`src/rtl/csm_pkg.sv`:
```
// Package for the command source merger: register map, selector codes, defaults.
// Assumes a 32-bit APB slave with byte addresses on word boundaries.
package csm_pkg;
  // Source selector codes
  localparam logic [1:0] CSM_SRC_TERM = 2'h0;
  localparam logic [1:0] CSM_SRC_SER = 2'h1;
  localparam logic [1:0] CSM_SRC_AND = 2'h2;
  localparam logic [1:0] CSM_SRC_OR = 2'h3;
  // Telegram profile codes
  localparam logic [1:0] CSM_PROF_FIELDBUS = 2'h0;
  localparam logic [1:0] CSM_PROF_NATIVE = 2'h1;
  localparam logic [1:0] CSM_PROF_RESET = 2'h1;
  // Register byte offsets
  localparam logic [7:0] CSM_OFS_SEL = 8'h00;
  localparam logic [7:0] CSM_OFS_CTRL = 8'h04;
  localparam logic [7:0] CSM_OFS_JOG1 = 8'h08;
  localparam logic [7:0] CSM_OFS_JOG2 = 8'h0c;
  localparam logic [7:0] CSM_OFS_STAT = 8'h10;
  localparam logic [7:0] CSM_OFS_FMAX = 8'h14;
  // Selector register fields
  localparam int CSM_SEL_START_POS = 0;
  localparam int CSM_SEL_REV_POS = 2;
  localparam int CSM_SEL_SETUP_POS = 4;
  localparam int CSM_SEL_PRESET_POS = 6;
  localparam int CSM_SEL_PROF_POS = 8;
  // Control word fields written by the serial master
  localparam int CSM_CW_START_POS = 0;
  localparam int CSM_CW_REV_POS = 1;
  localparam int CSM_CW_SETUP_POS = 2;
  localparam int CSM_CW_PRESET_POS = 4;
  localparam int CSM_CW_JOG1_POS = 6;
  localparam int CSM_CW_JOG2_POS = 7;
  // Frequencies in tenths of hertz
  localparam logic [15:0] CSM_JOG_RESET = 16'h0064;
  localparam logic [15:0] CSM_FMAX_RESET = 16'h01f4;
endpackage

```
`src/rtl/csm_merger.sv`:
```
// Command source merger: combines terminal and serial command bits.
// Assumes terminal bits come from pins (synchronised here) and APB on pclk.
// Functional notes
// - Start follows selected source, AND or OR
// - Reverse anticlockwise by same four-mode merge
// - Serial setup pair decodes binary plus one
// - Terminal setup pair alone, serial ignored
// - AND/OR of setup pairs, plus one
// - Serial preset honoured only in native profile
// - Selector codes 0..3, OR is default
// - Preset and setup use same four modes
// - Serial jog only in fieldbus profile
//
// The register addresses and the APB slave port were decided locally.
`timescale 1ns/1ps
module csm_merger
  import csm_pkg::*;
(
  // Clock and reset
  input wire logic pclk,
  input wire logic presetn,
  // APB slave
  input wire logic psel,
  input wire logic penable,
  input wire logic pwrite,
  input wire logic [7:0] paddr,
  input wire logic [31:0] pwdata,
  output logic [31:0] prdata,
  output logic pready,
  output logic pslverr,
  // Terminal inputs
  input wire logic term_start,
  input wire logic term_reverse,
  input wire logic [1:0] term_setup,
  input wire logic [1:0] term_preset,
  // Merged commands
  output logic cmd_start,
  output logic cmd_reverse,
  output logic [2:0] cmd_setup,
  output logic [1:0] cmd_preset,
  output logic cmd_jog_one,
  output logic cmd_jog_two
);

  // Register map, byte offsets, one word each
  //   0x00 selectors: start, reverse, setup, preset, profile
  //   0x04 serial control word
  //   0x08 jog speed one, tenths of hertz
  //   0x0c jog speed two, tenths of hertz
  //   0x10 merged commands, read only
  //   0x14 output frequency high limit
  // Upper bits unused, read as zero
  // Selector fields, two bits each
  //   [1:0] start, [3:2] reverse
  //   [5:4] setup, [7:6] preset
  //   [9:8] profile: 0 fieldbus, 1 native
  // Control word bits
  //   [0] start, [1] reverse
  //   [3:2] setup pair, msb first
  //   [5:4] preset pair
  //   [6] jog one, [7] jog two
  // Bus timing
  //   Offset decoded on first access edge
  //   Read data and refusal stand with pready
  //   Write stored only where pready is sampled
  // Command timing
  //   Pin change: three edges to the outputs
  //   Stored word: one edge to the outputs
  // Profile gating
  //   Serial preset bits zero outside native profile
  //   Jog requests only in fieldbus profile
  //   Other profile codes enable neither
  // Limits
  //   Jog writes clamp down to the limit
  //   Lowering the limit clamps stored jogs
  //   Raising it leaves jogs unchanged

  // All state of the block in one register
  typedef struct packed {
    // Two-stage pin synchroniser
    logic [5:0] sync1;
    logic [5:0] sync2;
    // Source selectors and telegram profile
    logic [1:0] sel_start;
    logic [1:0] sel_rev;
    logic [1:0] sel_setup;
    logic [1:0] sel_preset;
    logic [1:0] profile;
    // Serial control word
    logic [7:0] ctrl;
    // Jog speeds and high limit, tenths of hertz
    logic [15:0] jog1;
    logic [15:0] jog2;
    logic [15:0] fmax;
    // Bus answer, one cycle
    logic [31:0] rdata;
    logic ready;
    logic err;
    // Merged command outputs
    logic start;
    logic rev;
    logic [2:0] setup;
    logic [1:0] preset;
    logic jog_one;
    logic jog_two;
  } csm_state_t;

  csm_state_t state_reg;
  csm_state_t state_next;

  // Merge one bit under a selector code
  function automatic logic csm_merge(input logic [1:0] sel, input logic t, input logic s);
    unique case (sel)
      CSM_SRC_TERM: csm_merge = t;
      CSM_SRC_SER: csm_merge = s;
      CSM_SRC_AND: csm_merge = t & s;
      CSM_SRC_OR: csm_merge = t | s;
    endcase
  endfunction

  // Clamp a jog setting to the high limit
  function automatic logic [15:0] csm_clamp(input logic [15:0] v, input logic [15:0] lim);
    csm_clamp = (v > lim) ? lim : v;
  endfunction

  // Setup and preset pairs: terminal, serial, merged
  logic [1:0] t_setup;
  logic [1:0] s_setup;
  logic [1:0] m_setup;
  logic [1:0] t_pre;
  logic [1:0] s_pre;
  logic [1:0] m_pre;
  // Bus phase decode
  logic access;
  logic wr;

  // Next-state logic
  always_comb
  begin
    state_next = state_reg;
    state_next.sync1 = {term_preset, term_setup, term_reverse, term_start};
    state_next.sync2 = state_reg.sync1;
    // First access cycle: pready not yet raised
    access = psel & penable & ~state_reg.ready;
    // Commit edge: master samples pready high
    wr = psel & penable & state_reg.ready & pwrite;
    state_next.ready = access;
    state_next.err = 1'b0;
    state_next.rdata = 32'h0000_0000;

    // Write refusal decided early, stands with pready
    if (access & pwrite)
    begin
      state_next.err = ~(paddr inside {CSM_OFS_SEL, CSM_OFS_CTRL,
                                       CSM_OFS_JOG1, CSM_OFS_JOG2, CSM_OFS_FMAX});
    end

    // Register writes, stored at the commit edge only
    if (wr)
    begin
      unique case (paddr)
        CSM_OFS_SEL:
        begin
          state_next.sel_start = pwdata[CSM_SEL_START_POS +: 2];
          state_next.sel_rev = pwdata[CSM_SEL_REV_POS +: 2];
          state_next.sel_setup = pwdata[CSM_SEL_SETUP_POS +: 2];
          state_next.sel_preset = pwdata[CSM_SEL_PRESET_POS +: 2];
          state_next.profile = pwdata[CSM_SEL_PROF_POS +: 2];
        end
        CSM_OFS_CTRL:
        begin
          state_next.ctrl = pwdata[7:0];
        end
        CSM_OFS_JOG1:
        begin
          state_next.jog1 = csm_clamp(pwdata[15:0], state_reg.fmax);
        end
        CSM_OFS_JOG2:
        begin
          state_next.jog2 = csm_clamp(pwdata[15:0], state_reg.fmax);
        end
        CSM_OFS_FMAX:
        begin
          // Lower limit pulls stored jogs down
          state_next.fmax = pwdata[15:0];
          state_next.jog1 = csm_clamp(state_reg.jog1, pwdata[15:0]);
          state_next.jog2 = csm_clamp(state_reg.jog2, pwdata[15:0]);
        end
        default:
        begin
          // Refused in the access cycle, nothing stored
        end
      endcase
    end

    // Register reads, registered to stand with pready
    if (access & ~pwrite)
    begin
      unique case (paddr)
        CSM_OFS_SEL:
        begin
          state_next.rdata = {22'h0, state_reg.profile, state_reg.sel_preset,
                              state_reg.sel_setup, state_reg.sel_rev,
                              state_reg.sel_start};
        end
        CSM_OFS_CTRL:
        begin
          state_next.rdata = {24'h0, state_reg.ctrl};
        end
        CSM_OFS_JOG1:
        begin
          state_next.rdata = {16'h0, state_reg.jog1};
        end
        CSM_OFS_JOG2:
        begin
          state_next.rdata = {16'h0, state_reg.jog2};
        end
        CSM_OFS_FMAX:
        begin
          state_next.rdata = {16'h0, state_reg.fmax};
        end
        CSM_OFS_STAT:
        begin
          // Merged commands as now driven
          state_next.rdata = {23'h0, state_reg.jog_two, state_reg.jog_one,
                              state_reg.preset, state_reg.setup,
                              state_reg.rev, state_reg.start};
        end
        default:
        begin
          state_next.err = 1'b1;
        end
      endcase
    end

    // Start and reverse: one bit each, four-mode merge
    state_next.start = csm_merge(state_reg.sel_start, state_reg.sync2[0],
                                 state_reg.ctrl[CSM_CW_START_POS]);
    state_next.rev = csm_merge(state_reg.sel_rev, state_reg.sync2[1],
                               state_reg.ctrl[CSM_CW_REV_POS]);

    // Setup pair: merged bitwise, then plus one
    t_setup = state_reg.sync2[3:2];
    s_setup = state_reg.ctrl[CSM_CW_SETUP_POS +: 2];
    unique case (state_reg.sel_setup)
      CSM_SRC_TERM: m_setup = t_setup;
      CSM_SRC_SER: m_setup = s_setup;
      CSM_SRC_AND: m_setup = t_setup & s_setup;
      CSM_SRC_OR: m_setup = t_setup | s_setup;
    endcase
    state_next.setup = {1'b0, m_setup} + 3'h1;

    // Preset pair
    t_pre = state_reg.sync2[5:4];
    // Serial preset bits count only in native profile
    s_pre = (state_reg.profile == CSM_PROF_NATIVE) ?
            state_reg.ctrl[CSM_CW_PRESET_POS +: 2] : 2'h0;
    unique case (state_reg.sel_preset)
      CSM_SRC_TERM: m_pre = t_pre;
      CSM_SRC_SER: m_pre = s_pre;
      CSM_SRC_AND: m_pre = t_pre & s_pre;
      CSM_SRC_OR: m_pre = t_pre | s_pre;
    endcase
    state_next.preset = m_pre;

    // Jog selection only in fieldbus profile
    state_next.jog_one = (state_reg.profile == CSM_PROF_FIELDBUS) &
                         state_reg.ctrl[CSM_CW_JOG1_POS];
    state_next.jog_two = (state_reg.profile == CSM_PROF_FIELDBUS) &
                         state_reg.ctrl[CSM_CW_JOG2_POS];
  end

  // State register with defaults at reset
  always_ff @(posedge pclk or negedge presetn)
  begin
    if (!presetn)
    begin
      state_reg <= '0;
      // Selectors default to OR, profile to native
      state_reg.sel_start <= CSM_SRC_OR;
      state_reg.sel_rev <= CSM_SRC_OR;
      state_reg.sel_setup <= CSM_SRC_OR;
      state_reg.sel_preset <= CSM_SRC_OR;
      state_reg.profile <= CSM_PROF_RESET;
      state_reg.jog1 <= CSM_JOG_RESET;
      state_reg.jog2 <= CSM_JOG_RESET;
      state_reg.fmax <= CSM_FMAX_RESET;
      state_reg.setup <= 3'h1;
    end
    else
    begin
      state_reg <= state_next;
    end
  end

  // Outputs straight from flip-flops
  assign prdata = state_reg.rdata;
  assign pready = state_reg.ready;
  assign pslverr = state_reg.err;
  assign cmd_start = state_reg.start;
  assign cmd_reverse = state_reg.rev;
  assign cmd_setup = state_reg.setup;
  assign cmd_preset = state_reg.preset;
  assign cmd_jog_one = state_reg.jog_one;
  assign cmd_jog_two = state_reg.jog_two;

endmodule

```
`config.mk`:
```
export PLATFORM = sky130hd
export DESIGN_NAME = csm_merger
export DESIGN_NICKNAME = d
export VERILOG_FILES = /design/src/rtl/csm_pkg.sv /design/src/rtl/csm_merger.sv
export SDC_FILE = /design/constraint.sdc
export NUM_CORES = 1
export LEC_CHECK = 0
export ABC_AREA = 1
export BUFFER_PORTS_ARGS = -buffer_cell sky130_fd_sc_hd__buf_2
export CORE_UTILIZATION = 56
export DETAILED_ROUTE_END_ITERATION = 10
export GPL_ROUTABILITY_DRIVEN = 0
export PLACE_DENSITY = 0.79
export REMOVE_ABC_BUFFERS = 1
export SLEW_MARGIN = 20
export SYNTH_ARGS = -nofsm -noshare
export SYNTH_HDL_FRONTEND = slang
export SYNTH_SLANG_ARGS = --single-unit
```
`constraint.sdc`:
```
create_clock -name pclk -period 4.7 [get_ports pclk]
set_clock_uncertainty 0.2 [all_clocks]
set_input_delay 1.175 -clock pclk [delete_from_list [all_inputs] [get_ports pclk]]
set_output_delay 1.175 -clock pclk [all_outputs]
set_load 0.005 [all_outputs]
```
After elaboration in Yosys (flattened, before gate mapping):

Cells that the tools add are included.

* bits in registers: 121
* input bits: 51
* output and inout port bits: 43
* word-level logic and storage cells: 93

* add/sub/neg operators: 1
* $lt $le $gt $ge: 3
* eq/ne operators: 20
* mux-type cells: 15
* bitwise operators: 19
* reductions and logical operators: 15

Operator list (count)
* 16-bit one-hot mux with 6 select lines: 1
* 16-bit 2-to-1 mux: 4
* 16-bit one-hot mux with 2 select lines: 2
* 16-bit greater-than comparator: 3
* 2-bit == test, second input constant: 8
* 8-bit by 4-bit == test with 1-bit output, second input constant: 2
* 8-bit by 5-bit == test with 1-bit output, second input constant: 2
* 2-bit one-hot mux with 4 select lines: 2
* 1-bit bitwise AND: 10
* 2-bit by 1-bit == test with 1-bit output, second input constant: 5
* 2-bit zero test: 5
* 8-bit by 3-bit == test with 1-bit output, second input constant: 1
* 8-bit zero test: 1
* 1-bit one-hot mux with 4 select lines: 2
* 2-bit AND reduction: 3
* 3-bit AND reduction: 2
* 6-bit OR reduction: 1
* 5-bit nonzero test: 1
* 2-bit bitwise AND: 2
* 2-bit by 1-bit != test with 1-bit output, second input constant: 2
* 2-bit bitwise OR: 2
* 2-bit nonzero test: 2
* 2-bit by 1-bit adder with 3-bit output, second input constant: 1
* 1-bit 2-to-1 mux: 3
* other kinds (3): 6

Depth between registers and ports, before layout:

* depth after elaboration: 6
* gate-level depth with buffers: 17
* depth with buffers taken out: 16

Least setup slack after synthesis:

OpenSTA, ideal clock, no wires.

* kind: input-to-reg
* start point: input port pwdata[7]
* end point: register state_reg[66] (netlist name)
* setup time: 0.065 ns
* arrival: 2.533 ns
* required time: 4.435 ns
* path slack: 1.902 ns
* stages on the path: 13
* buffers on the path: 1
* cells stage by stage: inv_1 -> ha_1 -> a21o_1 -> nor2_1 -> nand2_1 -> nand2_1 -> nand2_1 -> nand2_1 -> nand2_1 -> nand2_1 -> buf_2 -> nand2_1 -> nand2_1

* cells in the longest elaborated chain, start to end: 3

Ends and longest elaborated chain
* start, declared: RTL line csm_merger.sv:27 `input wire logic [31:0] pwdata,`
* 16-bit greater-than comparator: RTL line csm_merger.sv:123 `csm_clamp = (v > lim) ? lim : v;`
* 16-bit 2-to-1 mux or 2-bit by 1-bit != test with 1-bit output (tied branches)
* 16-bit one-hot mux with 2 select lines or 3-bit AND reduction (tied branches)
* end signal, assigned: RTL line csm_merger.sv:292 `state_reg <= state_next;`
* end, declared: RTL line csm_merger.sv:108 `csm_state_t state_reg;`

Parallel ways exist; a longest one is shown, timed or not. The select of a mux whose other input is x is not followed.
A chain may end at the register's enable or synchronous reset.

Worst setup path after layout:

* start point: input port pwdata[1]
* end point: register state_reg[59] (netlist name)

The elaborated chain is that of the path after synthesis.

==> flow_summary_export.csv <==
group,metric,value,unit
global_routing,grtUsageTotal,27.68,%
cells_and_area,fill_cells,934,
worst_setup_path,cp.depth,16,
die,core-area,10460,sq um
clocking,tritoncts,"done",
sta,period_minus_slack,3.084,ns
logic_synthesis,synth_cells,765,
logic_synthesis,synth.area.top_cells,"dfrtp_1, nand2_1, ha_1, dfstp_2, inv_1",
die,die-area,11340,sq um
worst_setup_path,arrival,3.19,ns
clocking,h-tree-depth,3,
cells_and_area,drive_gt1_share,15.16,%
drt,wire_per_inst,15.81,um
worst_setup_path,reg2reg_slack,1.99,ns
drt,drt_iter0_markers,392,
die,start_util,58.43,%
sta,layout_worst_path_cycle_share,65.62,%
global_routing,grt_util_met2,46.38,%
die,dieHeight,106.5,um
drt,finalWirelength,14880,um
global_routing,grt_pass1_vias,5188,
cells_and_area,syn_to_final_growth,5.792,%
logic_synthesis,synthesis.area,6113,sq um
cells_and_area,antenna_cells,0,
logic_synthesis,synth_xor_area_share,0,%
drt,avgViaCountPerCell,5.542,
clocking,clk_latency,0.38,ns
logic_synthesis,synth_top_area_share,33.97,%
power_and_ir_drop,powerDensity,250.6,nW/um^2
cells_and_area,fin_nets,900,
sta,relSlewSlack,48.13,%
worst_setup_path,crit_family,"simple AND/OR/NAND/NOR gates",
worst_setup_path,worst-path-buf-inv,2,
worst_setup_path,reg2reg_from,"state_reg[50]",
cells_and_area,layout_commonest_cell,"nand2_1",
worst_setup_path,startpoint_type,"primary input",
power_and_ir_drop,peakVddDrop,0.1428,mV
clocking,root_buffer,"clkbuf_8",
power_and_ir_drop,finalPower,0.001621,W
worst_setup_path,cp_common_cell,"nand2_1",
sta,tightest_slew,0.7780,ns
sta,max_freq,324.3,MHz
place,io_buffers,61,
logic_synthesis,synth_compound_area_share,10.09,%
worst_setup_path,end_kind,"register",
die,die_w,106.5,um
worst_setup_path,worstPathMaxFanout,16,
logic_synthesis,yosysUniqueCellTypes,38,
power_and_ir_drop,p_leak,3.368,nW
global_routing,grt_overflow,0,
sta,finalHoldViolations,0,
logic_synthesis,syn_avg_cell_area,7.991,sq um
logic_synthesis,synth_top_family_by_area,"simple AND/OR/NAND/NOR gates",
sta,setup_tns,0,ns
sta,setup_viol,0,
worst_setup_path,r2r_cells,12,
drt,ant_nets,0,
worst_setup_path,r2r_end,"state_reg[59]",
clocking,clk_pin_slew,0.10,ns
place,dpl-instance-area,6269,sq um
logic_synthesis,synthAdderAreaFrac,10.03,%
clocking,post_cts_resized,0,
cells_and_area,largest_reg_flops,70,
worst_setup_path,crit_start,"pwdata[1]",
worst_setup_path,max_stage_delay,0.55,ns
global_routing,antenna_found_initial,0,
min_path,min_path_type,"reg2reg",
die,rows,37,
logic_synthesis,synthMuxAreaShare,0.1637,%
worst_setup_path,crit_type,"in2reg",
clocking,ctsLongestPathBuffers,2,
logic_synthesis,seq_area_frac_synth,43.43,%
cells_and_area,fin_area,6467,sq um
global_routing,use_met1,35.29,%
sta,layout_setup_ws,1.616,ns
place,dp_slack,1.302,ns
worst_setup_path,slowest_stage,"nand2_1",
run,maxCapViolations,0,
clocking,cts.sinks,105,
worst_setup_path,crit_end,"state_reg[59]",
status,status,"finished clean",
logic_synthesis,yosys_warnings,0,
global_routing,grt_pass1_wl,24070,um
worst_setup_path,worst_ep_required_time,4.81,ns
clocking,cts_buffers,9,
logic_synthesis,synth_area_leader_cell,"dfrtp_1",
drt,first_pass_iters,5,
clocking,cts_hold_buffers,0,
sta,slew_violations,0,
logic_synthesis,synth-simple-area-share,24.72,%
drt,vias,5215,
drt,drc,0,
cells_and_area,final_cell_mix,"nand2_1, dfrtp_1, inv_1, buf_2, ha_1",
clocking,postCtsSetupBuffers,0,
logic_synthesis,ys_ff_latch,105,
die,io_pins,94,
sta,rsz0062_at_grt,"false",
worst_setup_path,crit_chain,"buf_2, inv_1, ha_1, nand2_1, nand2_1, nand2_1, nand2_1, nand2_1, nand2_1, nand2_1, nand2_1, nand2_1, nand2_1, nand2_1, nand2_1, nand2_1",
global_routing,grt_max_degree,87,
global_routing,use_met3,3.679,%
place,hpwl,10690,um
global_routing,grt.busiest_layer,"met2",
## Yosys cell counts (all sizes together)
cell	number
o22ai	5
nor3	14
nand4	4
o32ai	2
a221oi	1
nor2	34
o21ai	51
a41oi	1
a31oi	8
a21oi	31
a211oi	1
nor3b	3
buf	53
clkinv	1
o21bai	1
ha	49
a21o	2
o211ai	2
o21a	1
mux2i	1
conb	1
dfstp	22
nand3	28
dfrtp	83
inv	80
clkbuf	1
nand2	285
## metrics by stage
step | hold WS [ns] | utilization (%) | cells
2_1_floorplan | 0.1312 | - | 726
5_1_grt | 0.1706 | 61.82 | 941
6_report | 0.1601 | 61.82 | 941
4_1_cts | 0.1608 | 61.78 | 941
3_3_place_gp | 0.1321 | 59.91 | 925
3_5_place_dp | 0.1358 | 59.91 | 925
## area by class of cell
cell class	instances	area, sq um	area share [%]
tap	136	170.2	2.631
clock buffer	11	151.4	2.341
timing repair buffer	63	326.6	5.049
sequential	105	2655	41.05
multi-input combinational	540	2811	43.47
inverter	81	309.0	4.778
clock inverter	5	43.79	0.6771
## power by group
| part | total (W) | internal [W] | switching (W) |
|---|---|---|---|
| Sequential | 0.000922 | 0.000916 | 0.00000611 |
| Clock | 0.000563 | 0.000230 | 0.000333 |
| Combinational | 0.000136 | 0.0000416 | 0.0000940 |
## how the worst min path moves through the flow
stage / startpoint / to / slack, ns / cells after the start
3_5_place_dp: state_next[110] / state_reg[110] / 0.14 / 0
4_1_cts: state_next[110] / state_reg[110] / 0.16 / 0
5_1_grt: state_next[109] / state_reg[109] / 0.17 / 0
6_report: state_next[110] / state_reg[110] / 0.16 / 0
3_3_place_gp: state_next[109] / state_reg[109] / 0.13 / 0
2_1_floorplan: state_next[109] / state_reg[109] / 0.13 / 0
## cell families (layout without fill, tap and decap cells)
group,Yosys count,after routing
AOI/OAI and AO/OA,106,106
adders and majority gates,49,49
buffers and inverters,135,160
DFF,105,105
muxes,1,1
other,1,16
and+or+nand+nor,368,368
## layer usage
| metal | up-vias | wire, um |
|---|---|---|
| li1 | 2465 | - |
| met1 | 2504 | 6241 |
| met2 | 212 | 7300 |
| met3 | 34 | 974 |
| met4 | 0 | 363 |
| met5 | - | 0 |
(Power assumes the default switching activity.)
